<file path="config.mk">
export PLATFORM = sky130hd
export DESIGN_NAME = dual_pwm_generator
export DESIGN_NICKNAME = d
export VERILOG_FILES = /design/src/logic/dual_pwm_generator.v
export VERILOG_INCLUDE_DIRS = /design/src /design/src/shared
export SDC_FILE = /design/constraint.sdc
export NUM_CORES = 1
export LEC_CHECK = 0
export ABC_CLOCK_PERIOD_IN_PS = 2200
export BUFFER_PORTS_ARGS = -buffer_cell sky130_fd_sc_hd__buf_4
export CORE_ASPECT_RATIO = 1.75
export CORE_UTILIZATION = 50
export CTS_BUF_LIST = sky130_fd_sc_hd__clkbuf_4 sky130_fd_sc_hd__clkbuf_8
export DETAILED_ROUTE_END_ITERATION = 10
export PLACE_DENSITY_LB_ADDON = 0.05
export SLEW_MARGIN = 5
export SYNTH_ARGS = -nofsm -noshare
export SYNTH_HDL_FRONTEND = slang
export SYNTH_SLANG_ARGS = --single-unit
</file>
<file path="constraint.sdc">
create_clock -name I_CLK -period 2.2 [get_ports I_CLK]
set_input_delay 0.44 -clock I_CLK [delete_from_list [all_inputs] [get_ports I_CLK]]
set_output_delay 0.44 -clock I_CLK [all_outputs]
set_load 0.1 [all_outputs]
</file>
<file path="src/shared/pwm_regs.vh">
// Register map, reset values and counter limits of the dual PWM block.
// Assumes a 32-bit AXI4-Lite bus with one aligned word per register.
`ifndef PWM_REGS_VH
`define PWM_REGS_VH

// Printed offsets are register indices; byte address is four times each
`define IDX_DUTY_CH0      8'hfc
`define IDX_DUTY_CH1      8'hfd
`define IDX_PRESCALE      8'hfe
`define ADDR_DUTY_CH0     10'h3f0
`define ADDR_DUTY_CH1     10'h3f4
`define ADDR_PRESCALE     10'h3f8
`define ADDR_W            10

`define RST_DUTY_CH0      8'h00
`define RST_DUTY_CH1      8'h00
`define RST_PRESCALE      8'h00
`define CNT_LAST          8'hfe

`define RESP_OKAY         2'b00
`define RESP_SLVERR       2'b10

`endif

</file>
<file path="src/logic/dual_pwm_generator.v">
// Dual pulse-width generator with AXI4-Lite register access.
// Assumes one system clock, synchronous active-low reset, single master.
// Overview of operation
// Two channels share one 8-bit prescaler and one 8-bit counter.
// The prescaler tick is the counter's advance enable.
// The counter runs 0 to 254 and wraps, a period of 255 steps.
// An output is low while its compare value exceeds the counter.
// An output is high while its compare value is at or below it.
// The prescaler divides the clock by reload plus one.
// Output period is (reload plus one) times 255 clocks.
// Compare zero gives constant high, all ones constant low.
// A new compare value acts on the very next comparison.
// Reading the prescaler register returns the reload, not the count.
// Reset clears the prescaler reload and channel-zero compare.
// The prescaler counts clocks, ticks at the factor, then restarts.
//
// Chosen here: register access over AXI4-Lite.
`timescale 1ns/1ps
`default_nettype none
`include "pwm_regs.vh"

module dual_pwm_generator
(
    input  wire        I_CLK,
    input  wire        I_NRST,
    input  wire [9:0]  I_AWADDR,
    input  wire [2:0]  I_AWPROT,
    input  wire        I_AWVALID,
    output reg         O_AWREADY,
    input  wire [31:0] I_WDATA,
    input  wire [3:0]  I_WSTRB,
    input  wire        I_WVALID,
    output reg         O_WREADY,
    output reg  [1:0]  O_BRESP,
    output reg         O_BVALID,
    input  wire        I_BREADY,
    input  wire [9:0]  I_ARADDR,
    input  wire [2:0]  I_ARPROT,
    input  wire        I_ARVALID,
    output reg         O_ARREADY,
    output reg  [31:0] O_RDATA,
    output reg  [1:0]  O_RRESP,
    output reg         O_RVALID,
    input  wire        I_RREADY,
    output reg         O_CHANNEL_OUTPUT_0_N,
    output reg         O_CHANNEL_OUTPUT_1_N
);

    reg  [7:0]  duty_ch0_r;
    reg  [7:0]  duty_ch1_r;
    reg  [7:0]  prescale_r;
    reg  [7:0]  pre_cnt_r;
    reg  [7:0]  cnt_r;
    reg         aw_held_r;
    reg  [9:0]  aw_addr_r;
    reg         w_held_r;
    reg  [31:0] w_data_r;
    reg  [3:0]  w_strb_r;

    wire        tick;
    wire [7:0]  pre_cnt_nxt;
    wire [7:0]  cnt_nxt;
    wire        wr_go;
    wire        wr_hit;
    wire        wr_duty0;
    wire        wr_duty1;
    wire        wr_prescale;
    wire        high0;
    wire        high1;
    reg  [31:0] rd_nxt;
    reg         rd_hit;

    // Prescaler counts down from the reload and ticks at zero; a reload
    // lowered mid-count then acts at the next restart, where an up-count
    // compared against it would run on through the 8-bit wrap
    assign tick        = (pre_cnt_r == 8'h00);
    assign pre_cnt_nxt = pre_cnt_r - 8'h01;

    always @(posedge I_CLK)
    begin
        if (!I_NRST)
        begin
            pre_cnt_r <= 8'h00;
        end
        else if (tick)
        begin
            pre_cnt_r <= prescale_r;
        end
        else
        begin
            pre_cnt_r <= pre_cnt_nxt;
        end
    end

    // Shared counter, modulo 255
    assign cnt_nxt = (cnt_r == `CNT_LAST) ? 8'h00
                                          : cnt_r + 8'h01;

    always @(posedge I_CLK)
    begin
        if (!I_NRST)
        begin
            cnt_r <= 8'h00;
        end
        else if (tick)
        begin
            cnt_r <= cnt_nxt;
        end
    end

    // Outputs compare against the live register, so a write acts at once;
    // the counter never reaches 0xff, which keeps compare 0xff always low
    duty_compare_stage
    #(
        .W          (8)
    )
    cmp0
    (
        .i_duty     (duty_ch0_r),
        .i_count    (cnt_r),
        .o_high     (high0)
    );

    duty_compare_stage
    #(
        .W          (8)
    )
    cmp1
    (
        .i_duty     (duty_ch1_r),
        .i_count    (cnt_r),
        .o_high     (high1)
    );

    // Pins idle high through reset, the inactive level of the driver
    always @(posedge I_CLK)
    begin
        if (!I_NRST)
        begin
            O_CHANNEL_OUTPUT_0_N <= 1'b1;
            O_CHANNEL_OUTPUT_1_N <= 1'b1;
        end
        else
        begin
            O_CHANNEL_OUTPUT_0_N <= high0;
            O_CHANNEL_OUTPUT_1_N <= high1;
        end
    end

    // Write channel: address and data latched in either order
    assign wr_go  = aw_held_r && w_held_r && !O_BVALID;
    assign wr_hit = (aw_addr_r == `ADDR_DUTY_CH0) ||
                    (aw_addr_r == `ADDR_DUTY_CH1) ||
                    (aw_addr_r == `ADDR_PRESCALE);

    // Address side; held until the response is launched
    always @(posedge I_CLK)
    begin
        if (!I_NRST)
        begin
            O_AWREADY <= 1'b0;
            aw_held_r <= 1'b0;
            aw_addr_r <= 10'h000;
        end
        else
        begin
            O_AWREADY <= 1'b0;
            if (I_AWVALID && !aw_held_r && !O_AWREADY)
            begin
                O_AWREADY <= 1'b1;
                aw_held_r <= 1'b1;
                aw_addr_r <= {I_AWADDR[9:2], 2'b00};
            end
            else if (wr_go)
            begin
                aw_held_r <= 1'b0;
            end
        end
    end

    // Data side; held until the response is launched
    always @(posedge I_CLK)
    begin
        if (!I_NRST)
        begin
            O_WREADY <= 1'b0;
            w_held_r <= 1'b0;
            w_data_r <= 32'h0000_0000;
            w_strb_r <= 4'h0;
        end
        else
        begin
            O_WREADY <= 1'b0;
            if (I_WVALID && !w_held_r && !O_WREADY)
            begin
                O_WREADY <= 1'b1;
                w_held_r <= 1'b1;
                w_data_r <= I_WDATA;
                w_strb_r <= I_WSTRB;
            end
            else if (wr_go)
            begin
                w_held_r <= 1'b0;
            end
        end
    end

    // Response; launched once both halves are in, held until taken
    always @(posedge I_CLK)
    begin
        if (!I_NRST)
        begin
            O_BVALID <= 1'b0;
            O_BRESP  <= `RESP_OKAY;
        end
        else if (wr_go)
        begin
            O_BVALID <= 1'b1;
            O_BRESP  <= wr_hit ? `RESP_OKAY : `RESP_SLVERR;
        end
        else if (O_BVALID && I_BREADY)
        begin
            O_BVALID <= 1'b0;
        end
    end

    // Register store; only byte lane 0 carries data
    assign wr_duty0    = wr_go && w_strb_r[0] &&
                         (aw_addr_r == `ADDR_DUTY_CH0);
    assign wr_duty1    = wr_go && w_strb_r[0] &&
                         (aw_addr_r == `ADDR_DUTY_CH1);
    assign wr_prescale = wr_go && w_strb_r[0] &&
                         (aw_addr_r == `ADDR_PRESCALE);

    always @(posedge I_CLK)
    begin
        if (!I_NRST)
        begin
            duty_ch0_r <= `RST_DUTY_CH0;
        end
        else if (wr_duty0)
        begin
            duty_ch0_r <= w_data_r[7:0];
        end
    end

    always @(posedge I_CLK)
    begin
        if (!I_NRST)
        begin
            duty_ch1_r <= `RST_DUTY_CH1;
        end
        else if (wr_duty1)
        begin
            duty_ch1_r <= w_data_r[7:0];
        end
    end

    // A new reload is picked up by the prescaler at its next restart
    always @(posedge I_CLK)
    begin
        if (!I_NRST)
        begin
            prescale_r <= `RST_PRESCALE;
        end
        else if (wr_prescale)
        begin
            prescale_r <= w_data_r[7:0];
        end
    end

    // Read decode; the running prescaler count has no address
    always @*
    begin
        rd_nxt = 32'h0000_0000;
        rd_hit = 1'b1;
        case ({I_ARADDR[9:2], 2'b00})
            `ADDR_DUTY_CH0: rd_nxt = {24'h000000, duty_ch0_r};
            `ADDR_DUTY_CH1: rd_nxt = {24'h000000, duty_ch1_r};
            `ADDR_PRESCALE: rd_nxt = {24'h000000, prescale_r};
            default:        rd_hit = 1'b0;
        endcase
    end

    always @(posedge I_CLK)
    begin
        if (!I_NRST)
        begin
            O_ARREADY <= 1'b0;
            O_RVALID  <= 1'b0;
            O_RDATA   <= 32'h0000_0000;
            O_RRESP   <= `RESP_OKAY;
        end
        else
        begin
            O_ARREADY <= 1'b0;
            if (I_ARVALID && !O_ARREADY && !O_RVALID)
            begin
                O_ARREADY <= 1'b1;
                O_RVALID  <= 1'b1;
                O_RDATA   <= rd_nxt;
                O_RRESP   <= rd_hit ? `RESP_OKAY : `RESP_SLVERR;
            end
            else if (O_RVALID && I_RREADY)
            begin
                O_RVALID <= 1'b0;
            end
        end
    end

endmodule // dual_pwm_generator

// Comparator of one channel; high means the pin stands high
module duty_compare_stage
#(
    parameter W = 8
)
(
    input  wire [W-1:0] i_duty,
    input  wire [W-1:0] i_count,
    output wire         o_high
);

    // Compare value strictly above the count pulls the pin low
    assign o_high = !(i_duty > i_count);

endmodule // duty_compare_stage
`default_nettype wire

</file>
==> flow_summary.ini <==
[sta]
clock.fmax_mhz = 592.0
finalHoldViolations = 0
whs_ps = 310.4
finalClockSkew_ps = 9.267
fin_tns_setup_ps = 0
fin_crit_sh_pct = 76.78
drv_slew = 0
tightest_slew_ps = 562.8
slew_headroom_pct = 62.48
min_period_ps = 1689
rsz0062_at_grt = no
setup_viol = 0

[clock_network]
htreeDepth = 3
clk_path_buf_depth = 2
cts_hold_buf = 0
root_buffer = clkbuf_8
cts.repair.resized = 0
cts_buffers = 9
postCtsSetupBuffers = 0
worst_skew_pair.late_latency_ps = 360
cts_tree = built
clk_pin_slew_ps = 80
clock_sinks = 76

[worst_hold_path]
hold_path_class = input port to register
min_to = aw_addr_r[8]
holdPathStages = 3
hp-start = I_AWADDR[8]

[floorplanning]
ios = 112
initial_core_util_pct = 51.45
die_h_um = 115.7
die_x_um = 66.98
rows = 41
die-area_um2 = 7751
core_um2 = 7182

[yosys]
synth_edf_count = 0
yosysUniqueCellTypes = 47
synth_area_um2 = 3695
ys.flop_type = dfxtp_1
synth-seq-cells = 76
yosysSeqAreaShare_pct = 41.18
postSynthAreaPerCell_um2 = 9.597
ys.warnings.count = 0
synth_top_area_share_pct = 41.18
syn_inst = 385
async_flop_share_pct = 0
synth.area.top_cells = dfxtp_1 (41%), mux2i_1 (14%), nor2_1 (6.8%)
synth_top_area_cell = dfxtp_1

[finish]
finalNetCount = 529
final_common_cell = dfxtp_1
final_cells = 532
antenna_cells = 0
drive_above_1_share_pct = 19.73
final_util_pct = 59.97
area_delta_synth_final_pct = 16.56
final_cell_mix = dfxtp_1 (76), nor2_1 (67), buf_4 (58)

[routing]
num_vias = 2835
wl_um = 7737
maxUsedRoutingLayer = met4
wl_met3_um = 214
met1Wirelength_um = 2967
routedWlPerCell_um = 14.54
drc = 0
viasPerCell = 5.329
drtAntennaViolNets = 0
drtPass1Iterations = 4
wl_met2_um = 4359
drt_first_iter_violations = 97

[worst_setup_path]
r2r_slack_ps = 510
max_stage_delay_ps = 510
end_kind = register
crit_family = simple AND/OR/NAND/NOR gates
slowest_stage = or3b_2
path_class = register to register
crit_start = pre_cnt_r[0]
arrival_ps = 1950
rr_endpoint = pre_cnt_r[7]
crit_buf_inv = 1
critical_path_required_ps = 2460
worst_setup_path_start_kind = register
crit_path_cell_trace = inv_1 -> ha_1 -> or3b_2 -> o21ai_0 -> a21oi_1 -> o221a_2
reg2reg_depth = 6
reg2reg_from = pre_cnt_r[0]
critPathMaxFanout = 5

[run_status]
status = finished, final reports clean

[grt]
grtUsageTotal_pct = 21.73
grt_pass1_vias = 2659
grt_pass1_wl_um = 12340
overflow = 0
grt_antenna_before_repair = 0
grt_max_degree = 47

[pwr]
power.switching_w = 0.001415
seqPwrFrac_pct = 42.0
combPwrFrac_pct = 30.6
cellLeakagePower_nw = 1.787
swShare_pct = 36.79
clkPwrFrac_pct = 27.4
powerDensity_nw_per_um2 = 893.3
ir_drop_mv = 0.5687
power.internal_w = 0.002432

[place]
routabilityCongestion = 0.7747
dp.cells = 516
portBuffers = 48
dpl.hpwl_um = 5845

[flow_run]
drv_cap = 0
## synth_stat cells, types with 2 or more instances
library cell and n:
buf_4 26, and4_1 3, nand4_1 7, and2_1 4, nor2b_1 7, nor2_1 67
ha_1 19, a31oi_1 2, dfxtp_1 76, nand3_1 2, mux2i_1 50, buf_1 2
a21oi_1 13, nand2b_1 3, a211oi_1 5, buf_2 2, inv_1 14, xnor2_1 7
a22oi_1 8, clkbuf_1 9, nand3b_1 2, nor3_1 5, o2bb2ai_1 8, nor4_4 4
o21a_1 4, o21ai_0 8, nand2_1 7, nor3b_1 2
## how the worst max path moves through the flow
stage | to | slack, ps | depth (start not counted)
floorplan | duty_ch1_r[0] | 100 | 4
global placement | O_RDATA[2] | 400 | 5
detailed placement | O_RDATA[3] | 360 | 5
CTS | cnt_r[7] | 500 | 6
global route | cnt_r[7] | 350 | 6
finish | pre_cnt_r[7] | 510 | 6
## routing by layer
metal	vias to the layer above	global-route usage, %
li1	1411	-
met1	1361	22.77
met2	49	40.00
met3	14	2.756
met4	0	12.62
met5	-	0
## layout make-up
type                       instances  area (µm²)
fill                             686        2875
sequential                        76        1521
inverter                          15       56.30
clock buffer                      10       131.4
timing repair buffer              59       455.4
tap                               86       107.6
multi-input combinational        280        1969
clock inverter                     6       65.06
## tightest hold or removal path: stages
cell and delay, ps:
buf_4 80, mux2i_1 50, nor2_1 70
## registers in the layout, summed over array words and instances, names as in the netlist, 8 cells and up
name / count
O_RDATA: 8
prescale_r: 8
duty_ch1_r: 8
pre_cnt_r: 8
cnt_r: 8
aw_addr_r: 8
duty_ch0_r: 8
w_data_r: 8
## logic make-up after synthesis
kind of cell / Yosys count / share of synthesized area (%)
flops: 76 / 41.18
simple gates: 123 / 18.22
compound gates: 55 / 10.67
other cells: 1 / 0.1015
mux: 50 / 13.55
buf+inv: 54 / 8.195
xor+xnor: 7 / 1.659
fa+ha+maj: 19 / 6.434
## power groups by stage
stage | registers [W] | logic (W) | clock network, W
finish | 0.00161 | 0.00118 | 0.00106
global route | 0.00163 | 0.00127 | 0.00115
CTS | 0.00162 | 0.00119 | 0.00109
detailed placement | 0.00165 | 0.00118 | 0
global placement | 0.00164 | 0.00117 | 0
floorplan | 0.00180 | 0.000769 | 0
## stage by stage
step / setup WS [ps] / instance area [µm²] / power, W
floorplan: 97.83 / 3789 / 0.002566
global placement: 399.9 / 4110 / 0.002810
detailed placement: 360.7 / 4110 / 0.002829
CTS: 497.1 / 4307 / 0.003890
global route: 347.8 / 4307 / 0.004052
finish: 510.9 / 4307 / 0.003847
Note: power is estimated with default switching activity, not from simulation.
